<file path="src/smc_defs.svh">
`ifndef SMC_DEFS_SVH
`define SMC_DEFS_SVH
// Timing
`define SMC_CLK_NS 10
`define SMC_TICK_NS 1000000
`define SMC_BRIEF 16'h0001
// Register byte offsets
`define SMC_A_CTRL 8'h00
`define SMC_A_SLP 8'h04
`define SMC_A_WAK 8'h08
`define SMC_A_OSLP 8'h0C
`define SMC_A_OWAK 8'h10
`define SMC_A_STAT 8'h14
// Control field positions
`define SMC_F_MODE 0
`define SMC_F_FLOW 4
`define SMC_F_IND 5
`define SMC_F_POLL 6
`define SMC_F_NONC 7
`define SMC_F_PREF 8
// Reset values
`define SMC_R_MODE 4'h0
`define SMC_R_IND 1'b1
`define SMC_R_SLP 16'h0064
`define SMC_R_WAK 16'h0010
`endif

</file>
<file path="src/smc_pkg.sv">
package smc_pkg;
  typedef enum logic [1:0] {
    ST_AWAKE = 2'b00,
    ST_DRAIN = 2'b01,
    ST_ASLEEP = 2'b11
  } smc_state_t;
  typedef enum logic [3:0] {
    M_NORM = 4'h0,
    M_PIN = 4'h1,
    M_CYC = 4'h4,
    M_CYCPIN = 4'h5,
    M_SUP = 4'h7,
    M_SYNC = 4'h8
  } smc_mode_t;
endpackage : smc_pkg

</file>
<file path="src/smc_sleep_ctrl.sv">
// The implementer's own choices: the APB slave port and the register offsets.
`timescale 1ns/1ps
`default_nettype none
`include "smc_defs.svh"
// Contract
// Mode 0 never sleeps and is default; 1,4,5 asynchronous; 7,8 synchronous.
// Mode 0 routes data always; relays sync once synced, never originates one.
// Mode 1: request high sleeps after ongoing transfer completes.
// Mode 1: request low wakes the device.
// Asynchronous modes with polling send one poll on each wake.
// Mode 4 sleeps a period, wakes briefly, resleeps if no data.
// Awake indicator high while awake, low while asleep.
// With flow control, clear-to-send low when awake and accepting, else high.
// Mode 5 cycles as mode 4 while requested; wakes and stays awake otherwise.
// Mode 7 syncs, never sleeps, sends data only in network wake.
// Mode 7 answers joining nodes with a sync at any time.
// Mode 8 wakes with the network, exchanges data and sync, sleeps.
// Asleep in mode 8: no radio reception, no serial input.
// Local timing used until synced, then timing carried by sync messages.
// Applied sleep and wake times readable through two read-only registers.
// Unsynced mode 8 requests sync then sleeps local period, until synced.
// Modes 4,5: data restarts wake-time countdown; expiry sends device to sleep.
// Coordinator sends one sync per wake start; receivers rebroadcast it.
// Most recently set sleep and wake times are the ones applied.
// Non-coordinator option forbids acting as sleep coordinator.
// Builders should not mix async and sync sleepers or route via async.
// Timers count a divided tick derived from the device clock.
module smc_sleep_ctrl #(
  parameter int TW = 16,
  parameter int TICK_CYCLES = `SMC_TICK_NS / `SMC_CLK_NS
) (
  // Clock and reset
  input wire logic clk_i,
  input wire logic srst_i,
  // APB slave
  input wire logic psel_i,
  input wire logic penable_i,
  input wire logic pwrite_i,
  input wire logic [7:0] paddr_i,
  input wire logic [31:0] pwdata_i,
  output logic [31:0] prdata_o,
  output logic pready_o,
  output logic pslverr_o,
  // Host pins
  input wire logic sleep_request_in_i,
  output logic awake_o,
  output logic cts_n_o,
  // Data path
  input wire logic serial_activity_i,
  input wire logic radio_activity_i,
  input wire logic busy_i,
  output logic serial_accept_o,
  output logic radio_rx_en_o,
  output logic data_tx_allow_o,
  output logic poll_o,
  // Network sync
  input wire logic sync_rx_i,
  input wire logic [TW-1:0] sync_sleep_i,
  input wire logic [TW-1:0] sync_wake_i,
  input wire logic join_req_i,
  output logic sync_tx_o,
  output logic sync_relay_o,
  output logic sync_req_o,
  output logic [TW-1:0] sync_sleep_o,
  output logic [TW-1:0] sync_wake_o
);

  localparam int CW = $clog2(TICK_CYCLES);

  if (TW < 2 || TW > 32 || TICK_CYCLES < 2) begin : g_bad
    $error("smc_sleep_ctrl: unsupported parameters");
  end

  ////////////////////////////////////////////////////////////////////////
  // Declarations
  logic [3:0] mode_r;
  logic flow_en_r;
  logic ind_en_r;
  logic poll_en_r;
  logic non_coord_r;
  logic pref_coord_r;
  logic [TW-1:0] sleep_period_r;
  logic [TW-1:0] wake_time_r;
  logic [TW-1:0] op_sleep_r;
  logic [TW-1:0] op_wake_r;
  logic [31:0] prdata_r;
  logic req_s1_r;
  logic req_s2_r;
  logic req_s3_r;
  logic req_r;
  logic [CW-1:0] tick_cnt_r;
  logic tick;
  smc_pkg::smc_state_t state_r;
  smc_pkg::smc_state_t state_nxt;
  logic [TW-1:0] cnt_r;
  logic cnt_zero;
  logic synced_r;
  logic net_wake_r;
  logic [TW-1:0] ncnt_r;
  logic m_pin, m_cyc, m_cycpin, m_sup, m_sync, m_norm;
  logic m_async, m_track, cyc_mode, coord;
  logic awake, act, sync_ok, wake_start;
  logic sleep_go, wake_go, woke, fall_asleep;
  logic poll_r, sync_tx_r, relay_r, sync_req_r;
  logic setup, access, wr, bad;
  logic [31:0] rd_val;

  ////////////////////////////////////////////////////////////////////////
  // Mode decode; unknown codes behave as mode 0
  always_comb begin
    m_pin = mode_r == smc_pkg::M_PIN;
    m_cyc = mode_r == smc_pkg::M_CYC;
    m_cycpin = mode_r == smc_pkg::M_CYCPIN;
    m_sup = mode_r == smc_pkg::M_SUP;
    m_sync = mode_r == smc_pkg::M_SYNC;
    m_async = m_pin | m_cyc | m_cycpin;
    m_norm = !(m_async | m_sup | m_sync);
    m_track = m_norm | m_sup | m_sync;
  end

  // Only sync-mode nodes may coordinate
  assign coord = pref_coord_r & !non_coord_r & (m_sup | m_sync);
  assign cyc_mode = m_cyc | (m_cycpin & req_r) | (m_sync & !synced_r);

  ////////////////////////////////////////////////////////////////////////
  // Sleep request pin: three flops, change taken when last two agree
  always_ff @(posedge clk_i) begin
    if (srst_i) begin
      req_s1_r <= 1'b0;
      req_s2_r <= 1'b0;
      req_s3_r <= 1'b0;
      req_r <= 1'b0;
    end else begin
      req_s1_r <= sleep_request_in_i;
      req_s2_r <= req_s1_r;
      req_s3_r <= req_s2_r;
      if (req_s2_r == req_s3_r) begin
        req_r <= req_s3_r;
      end
    end
  end

  ////////////////////////////////////////////////////////////////////////
  // Timer tick; one tick per TICK_CYCLES clocks
  assign tick = tick_cnt_r == CW'(TICK_CYCLES - 1);

  always_ff @(posedge clk_i) begin
    if (srst_i || tick) begin
      tick_cnt_r <= '0;
    end else begin
      tick_cnt_r <= tick_cnt_r + 1'b1;
    end
  end

  ////////////////////////////////////////////////////////////////////////
  // Sleep state machine
  assign awake = state_r != smc_pkg::ST_ASLEEP;
  assign cnt_zero = cnt_r == '0;
  // Data seen only while the port is open
  assign act = (serial_activity_i & serial_accept_o) | (radio_activity_i & radio_rx_en_o);

  always_comb begin
    sleep_go = 1'b0;
    wake_go = 1'b1;
    if (m_pin) begin
      sleep_go = req_r;
      wake_go = !req_r;
    end else if (cyc_mode) begin
      sleep_go = cnt_zero;
      wake_go = cnt_zero;
    end else if (m_sync) begin
      sleep_go = !net_wake_r;
      wake_go = net_wake_r;
    end
  end

  always_comb begin
    state_nxt = state_r;
    unique case (state_r)
      smc_pkg::ST_AWAKE: if (sleep_go) state_nxt = smc_pkg::ST_DRAIN;
      smc_pkg::ST_DRAIN: begin
        // Sleep waits for the ongoing transfer
        if (!sleep_go) begin
          state_nxt = smc_pkg::ST_AWAKE;
        end else if (!busy_i) begin
          state_nxt = smc_pkg::ST_ASLEEP;
        end
      end
      smc_pkg::ST_ASLEEP: if (wake_go) state_nxt = smc_pkg::ST_AWAKE;
      default: state_nxt = smc_pkg::ST_AWAKE;
    endcase
  end

  assign woke = (state_r == smc_pkg::ST_ASLEEP) && (state_nxt == smc_pkg::ST_AWAKE);
  assign fall_asleep = (state_r == smc_pkg::ST_DRAIN) && (state_nxt == smc_pkg::ST_ASLEEP);

  always_ff @(posedge clk_i) begin
    if (srst_i) begin
      state_r <= smc_pkg::ST_AWAKE;
    end else begin
      state_r <= state_nxt;
    end
  end

  // Countdown for the local sleep/wake cycle
  always_ff @(posedge clk_i) begin
    if (srst_i) begin
      cnt_r <= '0;
    end else if (woke) begin
      cnt_r <= TW'(`SMC_BRIEF);
    end else if (fall_asleep) begin
      cnt_r <= sleep_period_r;
    end else if (state_r == smc_pkg::ST_AWAKE && act && (m_cyc | m_cycpin)) begin
      cnt_r <= wake_time_r;
    end else if (tick && !cnt_zero) begin
      cnt_r <= cnt_r - 1'b1;
    end
  end

  ////////////////////////////////////////////////////////////////////////
  // Network sync tracking
  assign sync_ok = sync_rx_i & radio_rx_en_o & m_track & !coord;
  assign wake_start = coord & (!synced_r | (tick & (ncnt_r == '0) & !net_wake_r));

  always_ff @(posedge clk_i) begin
    if (srst_i || !m_track) begin
      synced_r <= 1'b0;
      net_wake_r <= 1'b0;
      ncnt_r <= '0;
    end else if (sync_ok) begin
      synced_r <= 1'b1;
      net_wake_r <= 1'b1;
      ncnt_r <= sync_wake_i;
    end else if (coord && !synced_r) begin
      synced_r <= 1'b1;
      net_wake_r <= 1'b1;
      ncnt_r <= op_wake_r;
    end else if (synced_r && tick) begin
      if (ncnt_r == '0) begin
        net_wake_r <= !net_wake_r;
        ncnt_r <= net_wake_r ? op_sleep_r : op_wake_r;
      end else begin
        ncnt_r <= ncnt_r - 1'b1;
      end
    end
  end

  // Applied timing: local until synced, then last of sync or local write
  always_ff @(posedge clk_i) begin
    if (srst_i) begin
      op_sleep_r <= TW'(`SMC_R_SLP);
      op_wake_r <= TW'(`SMC_R_WAK);
    end else if (sync_ok) begin
      op_sleep_r <= sync_sleep_i;
      op_wake_r <= sync_wake_i;
    end else if (!synced_r) begin
      op_sleep_r <= sleep_period_r;
      op_wake_r <= wake_time_r;
    end else if (wr && paddr_i == `SMC_A_SLP) begin
      op_sleep_r <= pwdata_i[TW-1:0];
    end else if (wr && paddr_i == `SMC_A_WAK) begin
      op_wake_r <= pwdata_i[TW-1:0];
    end
  end

  // Event pulses
  always_ff @(posedge clk_i) begin
    if (srst_i) begin
      poll_r <= 1'b0;
      sync_tx_r <= 1'b0;
      relay_r <= 1'b0;
      sync_req_r <= 1'b0;
      sync_sleep_o <= '0;
      sync_wake_o <= '0;
    end else begin
      poll_r <= woke & m_async & poll_en_r;
      // Mode 0 never reaches either term
      sync_tx_r <= wake_start | (join_req_i & synced_r & (m_sup | (m_sync & awake)));
      relay_r <= sync_ok;
      sync_req_r <= woke & m_sync & !synced_r & !coord;
      sync_sleep_o <= op_sleep_r;
      sync_wake_o <= op_wake_r;
    end
  end

  assign poll_o = poll_r;
  assign sync_tx_o = sync_tx_r;
  assign sync_relay_o = relay_r;
  assign sync_req_o = sync_req_r;

  ////////////////////////////////////////////////////////////////////////
  // Pins and data gating
  assign awake_o = ind_en_r & awake;
  // Draining counts as not accepting
  assign cts_n_o = flow_en_r & (state_r != smc_pkg::ST_AWAKE);
  assign serial_accept_o = awake;
  assign radio_rx_en_o = awake;

  always_comb begin
    if (m_norm) begin
      data_tx_allow_o = 1'b1;
    end else if (m_sup) begin
      data_tx_allow_o = synced_r & net_wake_r;
    end else begin
      data_tx_allow_o = state_r == smc_pkg::ST_AWAKE;
    end
  end

  ////////////////////////////////////////////////////////////////////////
  // APB slave, zero wait states
  assign setup = psel_i & !penable_i;
  assign access = psel_i & penable_i;
  assign pready_o = 1'b1;
  assign wr = access & pwrite_i & !bad;
  assign pslverr_o = access & bad;

  always_comb begin
    bad = 1'b0;
    rd_val = 32'h00000000;
    unique case (paddr_i)
      `SMC_A_CTRL: rd_val = {23'h000000, pref_coord_r, non_coord_r, poll_en_r,
                             ind_en_r, flow_en_r, mode_r};
      `SMC_A_SLP: rd_val = 32'(sleep_period_r);
      `SMC_A_WAK: rd_val = 32'(wake_time_r);
      `SMC_A_OSLP: begin
        rd_val = 32'(op_sleep_r);
        bad = pwrite_i;
      end
      `SMC_A_OWAK: begin
        rd_val = 32'(op_wake_r);
        bad = pwrite_i;
      end
      `SMC_A_STAT: begin
        rd_val = {26'h0000000, coord, req_r, net_wake_r, synced_r, state_r};
        bad = pwrite_i;
      end
      default: bad = 1'b1;
    endcase
  end

  always_ff @(posedge clk_i) begin
    if (srst_i) begin
      prdata_r <= 32'h00000000;
    end else if (setup && !pwrite_i) begin
      prdata_r <= rd_val;
    end
  end

  assign prdata_o = prdata_r;

  always_ff @(posedge clk_i) begin
    if (srst_i) begin
      mode_r <= `SMC_R_MODE;
      flow_en_r <= 1'b0;
      ind_en_r <= `SMC_R_IND;
      poll_en_r <= 1'b0;
      non_coord_r <= 1'b0;
      pref_coord_r <= 1'b0;
    end else if (wr && paddr_i == `SMC_A_CTRL) begin
      mode_r <= pwdata_i[`SMC_F_MODE +: 4];
      flow_en_r <= pwdata_i[`SMC_F_FLOW];
      ind_en_r <= pwdata_i[`SMC_F_IND];
      poll_en_r <= pwdata_i[`SMC_F_POLL];
      non_coord_r <= pwdata_i[`SMC_F_NONC];
      pref_coord_r <= pwdata_i[`SMC_F_PREF];
    end
  end

  always_ff @(posedge clk_i) begin
    if (srst_i) begin
      sleep_period_r <= TW'(`SMC_R_SLP);
      wake_time_r <= TW'(`SMC_R_WAK);
    end else if (wr && paddr_i == `SMC_A_SLP) begin
      sleep_period_r <= pwdata_i[TW-1:0];
    end else if (wr && paddr_i == `SMC_A_WAK) begin
      wake_time_r <= pwdata_i[TW-1:0];
    end
  end
endmodule : smc_sleep_ctrl
`default_nettype wire
</file>
<file path="config.mk">
export PLATFORM = sky130hd
export DESIGN_NAME = smc_sleep_ctrl
export DESIGN_NICKNAME = d
export VERILOG_FILES = /design/src/smc_pkg.sv /design/src/smc_sleep_ctrl.sv
export VERILOG_INCLUDE_DIRS = /design/src /design/src/src
export SDC_FILE = /design/constraint.sdc
export NUM_CORES = 1
export LEC_CHECK = 0
export ABC_AREA = 1
export BUFFER_PORTS_ARGS = -buffer_cell sky130_fd_sc_hd__buf_4
export CAP_MARGIN = 20
export CELL_PAD_IN_SITES_DETAIL_PLACEMENT = 0
export CELL_PAD_IN_SITES_GLOBAL_PLACEMENT = 1
export CORE_UTILIZATION = 36
export DETAILED_ROUTE_END_ITERATION = 6
export PLACE_DENSITY = 0.79
export SYNTH_ARGS = -nofsm -noshare
export SYNTH_HDL_FRONTEND = slang
export SYNTH_SLANG_ARGS = --single-unit
export TNS_END_PERCENT = 20
</file>
<file path="constraint.sdc">
create_clock -name clk_i -period 1.72 [get_ports clk_i]
set_clock_uncertainty 0.2 [all_clocks]
set_input_delay 0.086 -clock clk_i [delete_from_list [all_inputs] [get_ports clk_i]]
set_output_delay 0.086 -clock clk_i [all_outputs]
set_load 0.1 [all_outputs]
</file>
==> results.json <==
{
  "outcome": "finished with violations",
  "violations": "negative setup slack",
  "chipWidth_um": 168.2,
  "final_common_cell": "nand2_1",
  "register_area_um2": 3662,
  "setup_slack_ns": -0.2493,
  "rows": 60,
  "switching_share": 0.3230,
  "clkPwrFrac": 0.369,
  "clkTransAtPathRegs_ns": 0.08,
  "cp_data_arrival_time_ns": 2.08,
  "finalMaxSlewViolations": 0,
  "dieArea_um2": 28300,
  "syn_to_final_growth_pct": 48.58,
  "ys.flop_type": "dfxtp_1",
  "setup_viol": 84,
  "core_um2": 27030,
  "fmax_mhz": 507.8,
  "portBuffers": 124,
  "filler_cell_count": 2633,
  "power.leakage_nw": 6.709,
  "die_y_um": 168.2,
  "drt_wl_total_um": 37420,
  "synthCells": 1546,
  "hold_class": "in -> reg",
  "drc": 0,
  "vias": 11540,
  "antenna_found_initial": 0,
  "finalCritPeriodShare": 1.145,
  "cp_max_fo": 8,
  "synth-seq-cells": 182,
  "endpoint_kind": "register",
  "comb_power_share": 0.208,
  "grt_pass1_wl_um": 57060,
  "hpwl_um": 27500,
  "gr-usage-all-layers": 0.2590,
  "cts_root_buffer": "clkbuf_16",
  "critPathLaunchType": "register",
  "ys.warnings.count": 0,
  "post-place-ws_ns": -0.3133,
  "via_per_inst": 5.099,
  "r2r_slack_ns": -0.25,
  "cp.required_ns": 1.83,
  "drv_cap": 0,
  "finalPower_mw": 10.49,
  "yosysUniqueCellTypes": 46,
  "clockBufferDepth": 2,
  "ant_nets": 0,
  "multi_input_area_um2": 5853,
  "drt_pass1_iterations": 5,
  "grt-ovfl-total": 0,
  "largest_register_ffs": 17,
  "largest_register": "tick_cnt_r",
  "htree_levels": 4,
  "numCtsBuffers": 17,
  "layout_common_cells": "nand2_1, buf_4, dfxtp_1",
  "tritoncts": "built",
  "synth_edf_count": 0,
  "power_frac_seq": 0.423,
  "diodes": 0,
  "syn_area_per_cell_um2": 6.433,
  "hold_viol_final": 0,
  "gp_congestion": 0.9380,
  "grt_pass1_vias": 10690,
  "cp_slowest_cell": "dfxtp_4",
  "initial_utilization": 0.3680,
  "grt_max_degree": 79,
  "vdd_drop_max_uv": 467.5,
  "cts_sinks": 182,
  "drive_above_1_share": 0.2837,
  "slowest_delay_ns": 0.36,
  "final_net_count": 1995,
  "fin_crit_ns": 1.969,
  "internal-power_mw": 7.101,
  "ios": 158,
  "synthArstFlopShare": 0,
  "p_switching_mw": 3.388,
  "path_cells": "buf_12 -> nor2_1 -> nand3_2 -> nand2_2 -> nor2_4 -> nand2_8 -> inv_8 -> nor2_8 -> buf_8 -> nand2_4 -> nand2_1 -> a21oi_1",
  "power.density_nw_per_um2": 709.8,
  "ys_seq_area_frac": 0.3663,
  "wire_per_inst_um": 16.54,
  "rsz0062_at_grt": "true",
  "crit_type": "reg -> reg",
  "drt_iter0_markers": 960,
  "syn-cell-area_um2": 9946,
  "clock_latency_ns": 0.44
}
## synth_stat cells (3+ instances only)
cell | instances | area (µm²)
o211ai_1 | 24 | 180.2
nand2_2 | 8 | 50.05
buf_1 | 3 | 11.26
a21oi_1 | 136 | 680.7
nand4_1 | 6 | 37.54
xor2_1 | 11 | 96.34
dfxtp_1 | 182 | 3643
inv_1 | 151 | 566.8
o21ai_1 | 3 | 15.01
nand3b_1 | 10 | 75.07
inv_2 | 9 | 33.78
nand3_2 | 3 | 30.03
nor3_1 | 11 | 55.05
nand2_4 | 4 | 45.04
buf_4 | 34 | 255.2
clkbuf_1 | 28 | 105.1
nor2_1 | 187 | 701.9
buf_2 | 20 | 100.1
ha_1 | 4 | 50.05
nand3_1 | 108 | 540.5
o21ai_0 | 110 | 550.5
o22ai_1 | 17 | 106.4
nor2_2 | 6 | 37.54
nand2_1 | 437 | 1640
xnor2_1 | 5 | 43.79
## worst max-delay path, delay by kind of cell, from the launching register on
family	cells	cell delay, ns
buffers and inverters	3	0.35
AO/OA/AOI/OAI	1	0.06
flip-flops	1	0.36
AND/OR/NAND/NOR	8	0.86
## stage by stage
step	hold slack (ns)	setup TNS [ns]	cells	utilization	instance area, µm²
floorplan	-0.007033	-2.477	1561	-	10080
global placement	0.09526	-15.52	2146	0.4676	12640
detailed placement	0.09628	-19.03	2146	0.4676	12640
CTS	0.04646	-11.34	2247	0.5241	14160
global route	0.07991	-21.96	2262	0.5468	14780
finish	0.06692	-14.44	2262	0.5468	14780
## logic make-up (layout without fill, tap and decap cells)
group / after synthesis / count (layout) / share of synthesized area
xor gates and xnor gates: 16 / 16 / 0.01409
DFF: 182 / 182 / 0.3663
buffers and inverters: 248 / 605 / 0.1107
adders and majority gates: 4 / 4 / 0.005032
and+or+nand+nor: 792 / 795 / 0.3389
other: 2 / 17 / 0.0007551
AOI/OAI and AO/OA: 302 / 302 / 0.1642
## area by class of cell
cell class	instances	share of cell area
clock buffer	18	0.02972
inverter	161	0.04276
timing repair inverter	1	0.0005080
clock inverter	14	0.008636
timing repair buffer	411	0.2456
multi-input combinational	1134	0.3961
tap	341	0.02887
sequential	182	0.2478
## power groups by stage
stage	Clock, mW	Sequential [mW]	Combinational (mW)
floorplan	0	4.81	0.924
global placement	0	4.53	1.90
detailed placement	0	4.53	1.90
CTS	3.95	4.43	2.07
global route	4.10	4.45	2.34
finish	3.87	4.44	2.18
## path summary, 6_finish.rpt
check | start | endpoint | cells past startpoint
hold / removal | busy_i | state_r[1] | 6
setup reg to reg | mode_r[2] | op_sleep_r[14] | 12
setup / recovery | mode_r[2] | op_sleep_r[14] | 12
hold reg to reg | req_s1_r | req_s2_r | 2
## timing repair
| action | 4_1_cts | 5_1_grt |
|---|---|---|
| buffers inserted | 11 | 11 |
| cloned | 3 | 4 |
| hold endpoints to repair | 132 | 0 |
| pin swaps | 16 | 56 |
| endpoints found under the setup margin | 88 | 107 |
| gates resized for setup | 86 | 119 |
| hold buffers | 55 | 0 |
## routing by layer
layer  routed length, µm  share of wire  track usage
met1               16890           0.45       0.3490
met2               17200           0.46       0.4229
met3                2392          0.064      0.03197
met4                 940          0.025      0.09644
met5                   0              0            0
(Power assumes the default switching activity.)
